<file path="src/logic/mes_pkg.sv">
// constants, types and crc helper for the encoder spi readout
package mes_pkg;
   localparam int ANG_W    = 17;               // angle resolution r
   localparam int TURN_W   = 12;
   localparam int FRAME_W  = 64;
   localparam int CLK_NS   = 40;
   localparam int TM_NS    = 90000;            // measurement time, least
   localparam int TMTO_NS  = 135000;           // measurement timeout, least
   localparam int TCKI_NS  = 10000;            // clock idle frame reset
   localparam int TM_CYC   = (TM_NS + CLK_NS - 1) / CLK_NS;
   localparam int TMTO_CYC = (TMTO_NS + CLK_NS - 1) / CLK_NS;
   localparam int TCKI_CYC = (TCKI_NS + CLK_NS - 1) / CLK_NS;
   localparam int CNT_W    = 12;
   localparam int BIT_W    = 6;
   // frame field positions
   localparam int ZPD_BIT  = 48;
   localparam int POS_BIT  = 47;
   localparam int TRN_BIT  = 46;
   localparam int SYN_BIT  = 45;
   localparam int ZHI_BIT  = 44;
   localparam int ZTOP_LO  = 49;
   localparam int ANG_LSB  = 8;
   localparam int TURN_LSB = ANG_W + 8;
   localparam int STL_BIT  = 7;
   localparam int CRC_W    = 7;
   localparam int CRC_HI   = 32;
   localparam int CRC_PAD  = 6;
   localparam logic [CRC_W-1:0] CRC_POLY = 7'h5B;
   // register map
   localparam int ADDR_W = 8;
   localparam logic [ADDR_W-1:0] REG_CTRL  = 8'h00;
   localparam logic [ADDR_W-1:0] REG_STAT  = 8'h04;
   localparam logic [ADDR_W-1:0] REG_ANGLE = 8'h08;
   localparam logic [ADDR_W-1:0] REG_TURN  = 8'h0C;
   localparam logic [1:0] RESP_OKAY   = 2'h0;
   localparam logic [1:0] RESP_SLVERR = 2'h2;

   typedef struct packed {
      logic              zero_point_default_flag;
      logic              pos_ok;
      logic              turn_ok;
      logic [TURN_W-1:0] turn;
      logic [ANG_W-1:0]  angle;
   } mes_sens_t;

   typedef struct packed {
      mes_sens_t s;
      logic      ps;
   } mes_meas_t;

   typedef enum logic [1:0] {MS_IDLE = 2'b01, MS_BUSY = 2'b10} mes_ms_t;
   typedef enum logic [2:0] {FR_IDLE = 3'b001, FR_SHIFT = 3'b010, FR_DONE = 3'b100} mes_fr_t;

   // crc7, msb first, zero start, no final xor
   function automatic logic [CRC_W-1:0] mes_crc7(input logic [31:0] d);
      logic [CRC_W-1:0] c;
      logic             fb;
      c = '0;
      for (int i = 31; i >= 0; i--) begin
         fb = c[CRC_W-1] ^ d[i];
         c  = {c[CRC_W-2:0], 1'b0};
         if (fb) begin
            c = c ^ CRC_POLY;
         end
      end
      return c;
   endfunction
endpackage

</file>
<file path="src/logic/mes_top.sv">
// spi readout with measurement timing and axi4-lite registers
`timescale 1ns/10ps
// How it works
// - frame is 64 bits, eight bytes
// - unused upper frame bits send zero
// - bit 48 flags default zero point
// - bit 47 high when angle valid
// - bit 46 high when turns valid
// - bit 45 high for frame-started measurement
// - twelve-bit turn count above angle field
// - angle field sits from bit 8
// - bit 7 marks already sent result
// - bits 6..0 carry crc7 poly 5B
// - crc covers bits 7..32 zero padded
// - measurement completes 90..95 us after start
// - timeout starts measurement after 135..145 us
// - frame start triggers measurement when idle
// - running measurement is never restarted
// - frames carry last completed result only
// - long clock idle resets frame logic
// - clock idles high, launch on rise
module mes_top
   import mes_pkg::*;
(
   // clock, reset, enable
   input  wire logic                    aclk,
   input  wire logic                    aresetn,
   input  wire logic                    ce,
   // axi4-lite write
   input  wire logic [mes_pkg::ADDR_W-1:0] awaddr,
   input  wire logic                    awvalid,
   output logic                         awready,
   input  wire logic [31:0]             wdata,
   input  wire logic [3:0]              wstrb,
   input  wire logic                    wvalid,
   output logic                         wready,
   output logic [1:0]                   bresp,
   output logic                         bvalid,
   input  wire logic                    bready,
   // axi4-lite read
   input  wire logic [mes_pkg::ADDR_W-1:0] araddr,
   input  wire logic                    arvalid,
   output logic                         arready,
   output logic [31:0]                  rdata,
   output logic [1:0]                   rresp,
   output logic                         rvalid,
   input  wire logic                    rready,
   // spi link
   input  wire logic                    sclk,
   output logic                         miso,
   // sensor front end
   input  wire mes_pkg::mes_sens_t      sens,
   output logic                         meas_start
);
   import mes_pkg::*;

   logic             sclk_s1, sclk_s2, sclk_s3;
   logic             rise, fall, sedge;
   mes_fr_t          fr, next_fr;
   logic [BIT_W-1:0] bits, next_bits;
   logic [FRAME_W-1:0] shreg, next_shreg, frame_word;
   logic [CNT_W-1:0] idle_cnt, next_idle_cnt;
   logic             next_miso, frame_start, idle_out;
   mes_ms_t          ms, next_ms;
   logic [CNT_W-1:0] mcnt, next_mcnt, tcnt, next_tcnt;
   mes_meas_t        res, next_res;
   logic             sent, next_sent, ps_src, next_ps_src, next_meas_start;
   logic             trig_frame, trig_to, done_now;
   logic             link_en, next_link_en;
   logic             aw_held, next_aw_held, w_held, next_w_held;
   logic [ADDR_W-1:0] aw_addr, next_aw_addr;
   logic [31:0]      w_data, next_w_data;
   logic             next_awready, next_wready, next_bvalid, next_arready, next_rvalid;
   logic [1:0]       next_bresp, next_rresp;
   logic [31:0]      next_rdata;

   // sclk synchroniser and edge detect, idle high mode 3-less-phase
   always_ff @(posedge aclk) begin
      if (!aresetn) begin
         sclk_s1 <= 1'b1;
         sclk_s2 <= 1'b1;
         sclk_s3 <= 1'b1;
      end else if (ce) begin
         sclk_s1 <= sclk;
         sclk_s2 <= sclk_s1;
         sclk_s3 <= sclk_s2;
      end
   end
   assign rise  = ce & sclk_s2 & ~sclk_s3;
   assign fall  = ce & ~sclk_s2 & sclk_s3;
   assign sedge = rise | fall;

   // frame word from latest completed result
   always_comb begin
      frame_word = '0;
      frame_word[ZPD_BIT] = res.s.zero_point_default_flag;
      frame_word[POS_BIT] = res.s.pos_ok;
      frame_word[TRN_BIT] = res.s.turn_ok;
      frame_word[SYN_BIT] = res.ps;
      frame_word[TURN_LSB +: TURN_W] = res.s.turn;
      frame_word[ANG_LSB +: ANG_W] = res.s.angle;
      frame_word[STL_BIT] = sent;
      frame_word[CRC_W-1:0] = mes_crc7({{CRC_PAD{1'b0}}, frame_word[CRC_HI:STL_BIT]});
   end

   // frame sequencer: start on fall, shift on rise, reset on idle
   assign idle_out = (idle_cnt == CNT_W'(TCKI_CYC)) & ~sedge;
   always_comb begin
      next_fr       = fr;
      next_bits     = bits;
      next_shreg    = shreg;
      frame_start   = 1'b0;
      next_idle_cnt = idle_cnt;
      if (sedge) begin
         next_idle_cnt = '0;
      end else if (ce && idle_cnt != CNT_W'(TCKI_CYC)) begin
         next_idle_cnt = idle_cnt + 1'b1;
      end
      unique case (fr)
         FR_IDLE: begin
            if (fall && link_en) begin
               frame_start = 1'b1;
               next_shreg  = frame_word;
               next_bits   = '0;
               next_fr     = FR_SHIFT;
            end
         end
         FR_SHIFT: begin
            if (rise) begin
               next_shreg = {shreg[FRAME_W-2:0], 1'b0};
               if (bits == BIT_W'(FRAME_W - 1)) begin
                  next_fr = FR_DONE;
               end else begin
                  next_bits = bits + 1'b1;
               end
            end
         end
         FR_DONE: begin
         end
      endcase
      if (ce && idle_out) begin
         next_fr    = FR_IDLE;
         next_bits  = '0;
         next_shreg = '0;
      end
      next_miso = next_shreg[FRAME_W-1];
   end

   always_ff @(posedge aclk) begin
      if (!aresetn) begin
         fr       <= FR_IDLE;
         bits     <= '0;
         shreg    <= '0;
         idle_cnt <= '0;
         miso     <= 1'b0;
      end else if (ce) begin
         fr       <= next_fr;
         bits     <= next_bits;
         shreg    <= next_shreg;
         idle_cnt <= next_idle_cnt;
         miso     <= next_miso;
      end
   end

   // measurement timing and result latch
   assign trig_frame = frame_start & (ms == MS_IDLE);
   assign trig_to    = ce & (ms == MS_IDLE) & (tcnt == CNT_W'(TMTO_CYC - 1)) & ~trig_frame;
   assign done_now   = ce & (ms == MS_BUSY) & (mcnt == CNT_W'(TM_CYC - 1));
   always_comb begin
      next_ms         = ms;
      next_mcnt       = mcnt;
      next_tcnt       = (tcnt == CNT_W'(TMTO_CYC - 1)) ? tcnt : tcnt + 1'b1;
      next_res        = res;
      next_sent       = sent;
      next_ps_src     = ps_src;
      next_meas_start = trig_frame | trig_to;
      if (frame_start) begin
         next_sent = 1'b1;
      end
      unique case (ms)
         MS_IDLE: begin
            if (trig_frame || trig_to) begin
               next_ms     = MS_BUSY;
               next_mcnt   = '0;
               next_tcnt   = '0;
               next_ps_src = trig_frame;
            end
         end
         MS_BUSY: begin
            next_mcnt = mcnt + 1'b1;
            if (done_now) begin
               next_ms   = MS_IDLE;
               next_res  = '{s: sens, ps: ps_src};
               next_sent = 1'b0;
            end
         end
      endcase
   end

   always_ff @(posedge aclk) begin
      if (!aresetn) begin
         ms         <= MS_IDLE;
         mcnt       <= '0;
         tcnt       <= '0;
         res        <= '0;
         sent       <= 1'b0;
         ps_src     <= 1'b0;
         meas_start <= 1'b0;
      end else if (ce) begin
         ms         <= next_ms;
         mcnt       <= next_mcnt;
         tcnt       <= next_tcnt;
         res        <= next_res;
         sent       <= next_sent;
         ps_src     <= next_ps_src;
         meas_start <= next_meas_start;
      end
   end

   // axi4-lite slave: address and data in either order
   always_comb begin
      next_aw_held = aw_held;
      next_aw_addr = aw_addr;
      next_w_held  = w_held;
      next_w_data  = w_data;
      next_bvalid  = bvalid;
      next_bresp   = bresp;
      next_link_en = link_en;
      next_rvalid  = rvalid;
      next_rdata   = rdata;
      next_rresp   = rresp;
      if (awvalid && awready) begin
         next_aw_held = 1'b1;
         next_aw_addr = awaddr;
      end
      if (wvalid && wready) begin
         next_w_held = 1'b1;
         next_w_data = wdata;
      end
      if (bvalid && bready) begin
         next_bvalid = 1'b0;
      end
      if (aw_held && w_held && !bvalid) begin
         next_aw_held = 1'b0;
         next_w_held  = 1'b0;
         next_bvalid  = 1'b1;
         next_bresp   = RESP_OKAY;
         if (aw_addr == REG_CTRL) begin
            if (wstrb[0]) begin
               next_link_en = w_data[0];
            end
         end else if (aw_addr != REG_STAT && aw_addr != REG_ANGLE && aw_addr != REG_TURN) begin
            next_bresp = RESP_SLVERR;
         end
      end
      if (rvalid && rready) begin
         next_rvalid = 1'b0;
      end
      if (arvalid && arready) begin
         next_rvalid = 1'b1;
         next_rresp  = RESP_OKAY;
         unique case (araddr)
            REG_CTRL:  next_rdata = {31'h0, link_en};
            REG_STAT:  next_rdata = {28'h0, sent, res.ps, fr != FR_IDLE, ms == MS_BUSY};
            REG_ANGLE: next_rdata = {{(32 - ANG_W){1'b0}}, res.s.angle};
            REG_TURN:  next_rdata = {13'h0, res.s.zero_point_default_flag, res.s.pos_ok, res.s.turn_ok,
                                     4'h0, res.s.turn};
            default: begin
               next_rdata = '0;
               next_rresp = RESP_SLVERR;
            end
         endcase
      end
      next_awready = ~next_aw_held & ~next_bvalid;
      next_wready  = ~next_w_held & ~next_bvalid;
      next_arready = ~next_rvalid;
   end

   always_ff @(posedge aclk) begin
      if (!aresetn) begin
         aw_held <= 1'b0;
         aw_addr <= '0;
         w_held  <= 1'b0;
         w_data  <= '0;
         awready <= 1'b0;
         wready  <= 1'b0;
         bvalid  <= 1'b0;
         bresp   <= RESP_OKAY;
         link_en <= 1'b1;
         arready <= 1'b0;
         rvalid  <= 1'b0;
         rdata   <= '0;
         rresp   <= RESP_OKAY;
      end else if (ce) begin
         aw_held <= next_aw_held;
         aw_addr <= next_aw_addr;
         w_held  <= next_w_held;
         w_data  <= next_w_data;
         awready <= next_awready;
         wready  <= next_wready;
         bvalid  <= next_bvalid;
         bresp   <= next_bresp;
         link_en <= next_link_en;
         arready <= next_arready;
         rvalid  <= next_rvalid;
         rdata   <= next_rdata;
         rresp   <= next_rresp;
      end
   end
endmodule

</file>
<file path="config.mk">
export PLATFORM = sky130hd
export DESIGN_NAME = mes_top
export DESIGN_NICKNAME = d
export VERILOG_FILES = /design/src/logic/mes_pkg.sv /design/src/logic/mes_top.sv
export SDC_FILE = /design/constraint.sdc
export NUM_CORES = 1
export LEC_CHECK = 0
export BUFFER_PORTS_ARGS = -buffer_cell sky130_fd_sc_hd__buf_2
export CORE_MARGIN = 2
export CORE_UTILIZATION = 25
export CTS_BUF_LIST = sky130_fd_sc_hd__clkbuf_8
export CTS_CLUSTER_SIZE = 40
export DETAILED_ROUTE_END_ITERATION = 8
export HOLD_SLACK_MARGIN = 0.15
export PLACE_DENSITY = 0.41
export SYNTH_ARGS = -nofsm -noshare
export SYNTH_HDL_FRONTEND = slang
export SYNTH_SLANG_ARGS = --single-unit
</file>
<file path="constraint.sdc">
create_clock -name aclk -period 3.2 [get_ports aclk]
set_clock_uncertainty 0.15 [all_clocks]
set_input_delay 0.96 -clock aclk [delete_from_list [all_inputs] [get_ports aclk]]
set_output_delay 0.96 -clock aclk [all_outputs]
set_load 0.02 [all_outputs]
</file>
; Word-level counts from Yosys, hierarchy flattened
; Index checks and enable logic that the tools add are counted.
[totals]
register_bits = 203
in_bits = 93
out_inout_bits = 43
elab_cells = 231
[classes]
addsub = 4
n_eq_ne = 22
mux = 67
n_bitwise = 73
n_reduce_logical = 32
[op_table]
columns = operator, n
row1 = $mux W64, 3
row2 = $mux W7, 26
row3 = $pmux W64 S2, 1
row4 = $not A5 Y5, 25
row5 = $pmux W19 S4, 1
row6 = $mux W12, 6
row7 = $add A12 B1 Y12 const B, 3
row8 = $xor A1 B1 Y1, 25
row9 = $eq A12 B12 Y1 const B, 2
row10 = $mux W6, 4
row11 = $pmux W12 S2, 1
row12 = $eq A8 B4 Y1 const B, 2
row13 = $logic_not A8 Y1, 2
row14 = $ne A8 B4 Y1 const B, 2
row15 = $and A1 B1 Y1, 13
row16 = $mux W1, 13
row17 = $eq A12 B8 Y1 const B, 1
row18 = $logic_and A1 B1 Y1, 12
row19 = $mux W3, 4
row20 = $ne A12 B8 Y1 const B, 1
row21 = $ne A3 B3 Y1 const B, 4
row22 = $pmux W6 S2, 1
row23 = $reduce_and A2 Y1, 6
row24 = $mux W2, 5
row25 = other kinds (23), 35

; Depth between registers and ports, before layout
; Gate-level depths: netlist of run 1.
[depth]
ltp_word = 54
mapped_depth = 9
ltp_nobuf = 7

; Worst setup path after synthesis of run 1
; Ideal clock, no wire load.
[synth_path]
kind = input to register
startpoint = input port araddr[1] in the netlist's numbering
endpoint = register rdata[4]
setup_ns = 0.065
arrival_time_ns = 2.426
t_required_ns = 2.985
setup_slack_ns = 0.559
stages = 6
path_buffers = 2
path_cell_list = or4_1 > or4_1 > clkbuf_1 > buf_2 > a2bb2oi_1 > nor2_1
[synth_between]
elab_chain_cells = 2
elab_cells_between_ends = 5
classes_between = eq/ne: 3 / mux: 1 / reduce/logical: 1
[synth_lines]
columns = element, line_no
row1 = "start, declared", mes_top.sv:41  ; input wire logic [mes_pkg::ADDR_W-1:0] araddr,
row2 = $eq A8 B4 Y1 (tied with other cells), mes_top.sv:262  ; unique case (araddr)
row3 = $pmux W19 S4 *, mes_top.sv:262
row4 = "end signal, assigned", mes_top.sv:306  ; rdata <= next_rdata;
row5 = "end, declared", mes_top.sv:44  ; output logic [31:0] rdata,
; Mark *: on every way between the ends. The rest lies on a longest branch, timed or not.
; A chain may end at the register's enable or synchronous reset.

; Final worst setup path of run 1
[layout_path]
startpoint = register fr[1]
endpoint = register shreg[34]
[layout_between]
elab_chain_cells = 3
elab_cells_between_ends = 8
classes_between = eq/ne: 4 / mux: 2 / reduce/logical: 2
[layout_lines]
columns = element, line_no
row1 = "start, declared", mes_top.sv:59  ; mes_fr_t fr, next_fr;
row2 = "start signal, assigned", mes_top.sv:157  ; fr <= next_fr;
row3 = $eq A3 B1 Y1 or $eq A3 B2 Y1 (tied branches), mes_top.sv:119  ; unique case (fr)
row4 = $ne A3 B3 Y1 (no source line) (tied with other cells), --
row5 = $reduce_and A4 Y1 (no source line) or $mux W64 (tied branches), --
row6 = "end signal, assigned", mes_top.sv:159  ; shreg <= next_shreg;
row7 = "end, declared", mes_top.sv:61  ; logic [FRAME_W-1:0] shreg, next_shreg, frame_word;
; Several ways; a longest one is shown, not always the timed one.

==> results of run 1 <==
critical path: stages, from the launching register on:
cell and delay [ps]:
dfxtp_1 340, or3b_1 530, nor2_4 100, o21a_1 280, nor2_2 570, buf_12 250
a21o_1 120
cells by family (layout without fill, tap and decap cells):
group                      Yosys count  in the layout  synth area share, %
DFF                                188            188                 46.2
muxes                               32             32                 3.96
AOI/OAI and AO/OA                  242            242                 19.8
adders and majority gates            7              7                 1.08
and+or+nand+nor                    328            328                 18.9
xor gates and xnor gates            37             37                 5.07
buffers and inverters               81            157                 4.90
other                                1             15               0.0460
layer usage:
layer / global-route usage, % / wire, um / vias to the layer above
li1: - / - / 3355
met1: 19.4 / 11600 / 3116
met2: 19.5 / 9440 / 94
met3: 2.61 / 781 / 14
met4: 4.06 / 251 / 0
met5: 0 / 0 / -
state kept, by name, indices dropped and copies added, names as in the netlist, 2 cells and up:
register    flops
aw_addr         8
bits            6
fr              3
frame_word     33
idle_cnt       12
mcnt           12
ms              2
rdata          19
shreg          64
tcnt           12
synth_stat cells, types with 2 or more instances:
cell,count
o211a_1,2
xor2_1,15
nor3b_1,2
a31oi_1,6
buf_4,17
nor3_1,6
o211ai_1,5
inv_2,2
a2bb2oi_1,10
ha_1,7
mux2_2,2
and2_1,2
or3_1,6
xnor2_1,16
nand3b_1,2
a211oi_1,4
clkbuf_1,35
a22oi_1,17
or4_1,4
o21ai_1,4
nand3_1,28
nor4b_1,2
mux2i_1,30
nor2_1,88
nor2b_1,3
buf_2,12
nand2b_1,4
xnor3_1,4
nand4b_1,2
buf_6,2
nand2_1,133
nor4_1,5
dfxtp_1,188
inv_1,11
o21a_1,6
nand4_1,14
o21ai_0,21
a21o_1,37
a21oi_1,85
a22o_1,34
and3_1,15
area by class of cell:
type	count	area, um2
clock buffer	17	234
clock inverter	15	173
fill	3496	22800
inverter	13	48.8
multi-input combinational	661	4050
sequential	188	3760
tap	442	553
timing repair buffer	112	701
how the worst max path moves through the flow:
stage / cells after the start / startpoint / slack (ps) / end
global placement: 8 / ce / 410 / shreg[3]
global route: 6 / fr[2] / 590 / shreg[32]
CTS: 6 / fr[1] / 730 / shreg[34]
detailed placement: 7 / ce / 390 / shreg[29]
floorplan: 6 / araddr[1] / 560 / rdata[4]
finish: 6 / fr[1] / 800 / shreg[34]
where the power goes:
| part | total, mW | internal [mW] | switching [mW] |
|---|---|---|---|
| Sequential | 2.38 | 2.36 | 0.0196 |
| Clock | 1.65 | 0.659 | 0.994 |
| Combinational | 0.245 | 0.0867 | 0.158 |
==> run_results.csv, run 1 <==
group,metric,value,unit
worst_hold_path,hp-start,"rdata[12]",
floorplanning,fp.dieW,184,um
floorplanning,core,32300,um2
power,ir_drop,278,uV
placement,detailed_place.area,9120,um2
critical_path,r2r-start,"fr[1]",
clock_network,cts_resized,0,
yosys,yosys.area.top_type,"dfxtp_1",
power,leakage,3.99,nW
placement,dp.cells,1416,
drt,drcViolationCount,0,
drt,vias_per_cell,4.54,
drt,drt-initial-drc-count,379,
global_route,grt.total_usage,13.3,%
power,p_total,4.27,mW
critical_path,crit_arrival,2690,ps
drt,wirelength,22000,um
timing,hold_viol_final,0,
global_route,antenna_found_initial,0,
timing,fin_crit_sh,75.1,%
floorplanning,start_util,25.2,%
yosys,yosys_warnings,0,
critical_path,r2r.worst_path.cells,6,
clock_network,clk_path_buf_depth,2,
placement,hpwl,15300,um
drt,first_pass_iters,5,
critical_path,required,3480,ps
final_layout,layout_commonest_cell,"dfxtp_1",
final_layout,design_area,9530,um2
clock_network,cts-root-buf,"clkbuf_8",
yosys,yosys_register_bits,188,
timing,drv_slew,0,
drt,vias,6579,
worst_hold_path,worstHoldPathCells,2,
final_layout,nets,1093,
placement,place_ws,395,ps
clock_network,worstSkewPairLatency,490,ps
timing,rsz0062_at_grt,"no",
yosys,synthTopCellsByArea,"dfxtp_1 46%, nand2_1 6.1%, a21oi_1 5.2%",
clock_network,clock_sinks,188,
timing,fmax,416,MHz
timing,worst_pin_slew,703,ps
critical_path,worstPathMaxFanout,22,
timing,relSlewSlack,53.1,%
global_route,grt_pass1_wl,34900,um
placement,gp_congestion,0.769,
yosys,syn_inst,916,
final_layout,fin_util,29.5,%
floorplanning,fp.dieH,184,um
timing,finalSetupViolations,0,
yosys,syn_area_per_cell,8.89,um2
global_route,grt_max_degree,90,
drt,wl_per_cell,15.2,um
outcome,status,"complete, no violations",
final_layout,final_cell_mix,"188 x dfxtp_1, 133 x nand2_1, 88 x nor2_1, 86 x buf_2, 85 x a21oi_1",
global_route,grt-ovfl-total,0,
critical_path,worstSetupPathType,"register to register",
clock_network,cts_tree,"done",
floorplanning,num_rows,66,
worst_hold_path,min_path_type,"register to register",
clock_network,htree_num_levels,4,
final_layout,area_growth_syn_to_layout,17.0,%
power,power_density,449,nW/um2
global_route,grt_pass1_vias,6259,
clock_network,ctsHoldBuffers,0,
critical_path,start_kind,"register",
yosys,seq_area_frac_synth,46.2,%
yosys,ys_types,69,
worst_hold_path,min_to,"rdata[12]",
yosys,synth_edf_count,0,
timing,setup-tns-final,0,ps
floorplanning,io_pins,136,
placement,io_buffers,86,
critical_path,r2r-end,"shreg[34]",
yosys,synth_ff_type,"dfxtp_1",
final_layout,diodes,0,
yosys,netlist.area_leader.share,46.2,%
flow_run,maxCapViolCount,0,
clock_network,cts-buffers-inserted,17,
final_layout,final_cells,1448,
floorplanning,die-area,34000,um2
critical_path,setup.worst_path.end_class,"register",
timing,period_minus_slack,2400,ps
clock_network,postCtsSetupBuffers,0,
clock_network,clk_pin_slew_worst_paths,110,ps
critical_path,r2r_slack,800,ps
yosys,synthArstFlopShare,0,%
yosys,syn_area,8140,um2
timing,worst_hold_slack,310,ps
final_layout,drive_above_1_share,16.0,%
drt,ant_nets,0,
timing,layout_setup_ws,796,ps
Note: power is estimated with default switching activity, not from simulation.
==> inputs of run 2 (changes only) <==
--- a/config.mk
+++ b/config.mk
@@ -5,6 +5,7 @@
 export SDC_FILE = /design/constraint.sdc
 export NUM_CORES = 1
 export LEC_CHECK = 0
+export ABC_AREA = 1
 export BUFFER_PORTS_ARGS = -buffer_cell sky130_fd_sc_hd__buf_2
 export CORE_MARGIN = 2
 export CORE_UTILIZATION = 25
@@ -12,7 +13,7 @@
 export CTS_CLUSTER_SIZE = 40
 export DETAILED_ROUTE_END_ITERATION = 8
 export HOLD_SLACK_MARGIN = 0.15
-export PLACE_DENSITY = 0.41
+export PLACE_DENSITY = 0.42
 export SYNTH_ARGS = -nofsm -noshare
 export SYNTH_HDL_FRONTEND = slang
 export SYNTH_SLANG_ARGS = --single-unit
==> constraint.sdc (replaced) <==
create_clock -name aclk -period 2.1 [get_ports aclk]
set_clock_uncertainty 0.15 [all_clocks]
set_input_delay 0.63 -clock aclk [delete_from_list [all_inputs] [get_ports aclk]]
set_output_delay 0.63 -clock aclk [all_outputs]
set_load 0.02 [all_outputs]
==> run 2 against run 1 <==
Net effect: the flow now finishes with violations (setup timing); maximum frequency up 1.2%; register-to-register slack lost 1100 ps; largest cell class unchanged; first-iteration DRC count shrank 11%; critical path type unchanged; die area grew 7.1%; clock-buffer cell count unchanged; hold slack got worse by 83 ps; highest routed layer unchanged; worst setup slack got worse by 1100 ps; area after synthesis is 7.3% higher; sequential share of layout area down 9.0 points.
==> run_results.csv, run 2 <==
group,metric,value,unit
timing,fmax,421,MHz
timing,fin_crit_sh,113,%
worst_hold_path,hp-start,"sens[25]",
timing,finalSetupViolations,100,
critical_path,setup.worst_path.end_class,"register",
power,power_frac_comb,22.4,%
global_route,grt_max_degree,67,
worst_hold_path,min_path_type,"input port to register",
critical_path,required,2340,ps
power,pwr-share-seq,46.5,%
floorplanning,core,34500,um2
drt,wl_per_cell,14.2,um
clock_network,worstSkewPairLatency,470,ps
critical_path,critPathMaxStageDelay,330,ps
yosys,syn_area_per_cell,7.12,um2
final_layout,fin_util,36.1,%
final_layout,drive_above_1_share,34.6,%
power,leakage,5.10,nW
critical_path,start_kind,"register",
placement,gp_congestion,0.775,
yosys,synth_edf_count,0,
power,power_density,659,nW/um2
yosys,synthArstFlopShare,0,%
timing,worst_hold_slack,226,ps
clock_network,htree_num_levels,4,
clock_network,clk_pin_slew_worst_paths,100,ps
final_layout,area_growth_syn_to_layout,42.3,%
power,intPower,5.73,mW
timing,layout_setup_ws,-276,ps
placement,hpwl,18800,um
drt,vias_per_cell,4.49,
floorplanning,num_rows,68,
yosys,netlist.area_leader.share,43.1,%
clock_network,cts-root-buf,"clkbuf_8",
global_route,grt_pass1_wl,42500,um
timing,period_minus_slack,2380,ps
final_layout,largest_reg_flops,64,
clock_network,cts-buffers-inserted,17,
power,ir_drop,290,uV
drt,vias,8631,
outcome,violations,"setup timing",
placement,detailed_place.area,10700,um2
drt,drcViolationCount,0,
floorplanning,fp.dieH,191,um
critical_path,cp_slowest_cell,"dfxtp_2",
placement,io_buffers,86,
critical_path,crit_path_start,"idle_cnt[0]",
global_route,grt_pass1_vias,8175,
final_layout,design_area,12400,um2
final_layout,layout_commonest_cell,"nand2_1",
drt,ant_nets,0,
global_route,antenna_found_initial,2,
timing,rsz0062_at_grt,"yes",
yosys,syn_inst,1228,
floorplanning,io_pins,136,
flow_run,maxCapViolCount,0,
drt,first_pass_iters,4,
power,netSwitchingFraction,30.1,%
yosys,seq_area_frac_synth,43.1,%
critical_path,worstPathMaxFanout,9,
floorplanning,fp.dieW,191,um
yosys,yosys.cell_count.top_type,"nand2_1",
critical_path,crit_arrival,2620,ps
drt,wirelength,27400,um
clock_network,cts_tree,"done",
yosys,synth_commonest_cells,"306 x nand2_1, 188 x dfxtp_1, 147 x nor2_1, 119 x inv_1, 79 x a21oi_1",
global_route,grt.total_usage,14.7,%
yosys,yosys.area.top_type,"dfxtp_1",
outcome,status,"finished, violations left",
timing,hold_viol_final,0,
global_route,grt-ovfl-total,0,
clock_network,clock_sinks,188,
clock_network,clk_path_buf_depth,2,
timing,drv_slew,0,
yosys,syn_area,8740,um2
drt,drt-initial-drc-count,337,
yosys,synthTopCellsByArea,"dfxtp_1 43%, nand2_1 13%, nor2_1 6.3%",
critical_path,r2r-start,"idle_cnt[0]",
critical_path,crit_chain,"inv_2, ha_4, nand2_2, nor3_2, nand4_1, or2_4, nand2_4, inv_4, nand2_4, nand3_4, buf_4, clkinvlp_4, clkbuf_16, nand2_2, a31oi_1",
yosys,synth_ff_type,"dfxtp_1",
power,clkPwrFrac,31.1,%
final_layout,final_cell_mix,"233 x nand2_1, 174 x dfxtp_1, 138 x buf_4, 122 x nor2_1, 101 x inv_1",
yosys,yosys_warnings,0,
yosys,yosys_register_bits,188,
yosys,ys_types,47,
power,p_switching,2.47,mW
final_layout,nets,1555,
floorplanning,die-area,36500,um2
critical_path,worstSetupPathType,"register to register",
floorplanning,start_util,25.4,%
final_layout,regMostFlops,"shreg",
[run 2: changes by cell type after synthesis, moves of 34 or more]
| cell | change |
|---|---|
| nand2_1 | +173 |
| inv_1 | +108 |
| nor2_1 | +59 |
| o21ai_0 | +52 |
| a21o_1 | -37 |
| a22o_1 | -34 |
| nand3_1 | +34 |
[run 2: final timing paths]
check / endpoint / slack [ps] / depth (start not counted)
max: shreg[20] / -280 / 15
min: frame_word[33] / 230 / 3
max reg2reg: shreg[20] / -280 / 15
min reg2reg: w_data[0] / 300 / 2
[run 2: critical path: cells and delay by family (launching register included)]
family	cells	cell delay [ps]
compound gates	1	170
buf+inv	5	640
flops	1	330
fa+ha+maj	1	120
simple gates	8	880
[run 2: per-stage QoR]
| step | setup WS [ps] | total power [mW] | TNS [ps] | instances |
|---|---|---|---|---|
| after floorplan | -289 | 4.66 | -20960 | 1242 |
| after global placement | -616 | 5.09 | -73610 | 1853 |
| after detailed placement | -717 | 5.09 | -81320 | 1853 |
| after CTS | -220 | 8.09 | -16150 | 1904 |
| after global routing | -434 | 8.60 | -35730 | 1923 |
| final | -276 | 8.20 | -19870 | 1924 |
[run 2: cell type report]
class | count | area, um2
well taps | 455 | 569
diodes | 1 | 2.50
clock buffers | 17 | 234
repair buffers | 262 | 2180
clock inverters | 15 | 173
multi-input cells | 861 | 4960
inverters | 125 | 523
fillers | 3711 | 22000
flip-flops and latches | 188 | 3800
[run 2: kinds of logic after synthesis]
group,share of synthesized area (%)
other,0.0429
AOI/OAI and AO/OA,15.3
xor gates and xnor gates,3.82
adders and majority gates,1.00
DFF,43.1
and+or+nand+nor,27.2
buffers and inverters,9.63
[run 2: power by group through the flow]
stage | sequential (mW) | clock (mW) | combinational (mW)
2_1_floorplan | 3.88 | 0 | 0.784
3_3_place_gp | 3.88 | 0 | 1.21
3_5_place_dp | 3.88 | 0 | 1.20
4_1_cts | 3.81 | 2.65 | 1.63
5_1_grt | 3.84 | 2.77 | 1.99
6_report | 3.82 | 2.55 | 1.84
[run 2: routing by layer]
layer  track usage (%)  up-vias  wire length, um
li1                  -     4450                -
met1              19.2     4062            13000
met2              24.5      103            13100
met3              2.96       16              943
met4              3.85        0              297
met5                 0        -                0
[run 2: what timing repair did]
action / in CTS / in global routing
cloned: 6 / 9
setup endpoints to repair: 105 / 120
buffers inserted: 13 / 14
hold buffers: 0 / 0
pin swaps: 23 / 49
gates resized for setup: 123 / 159
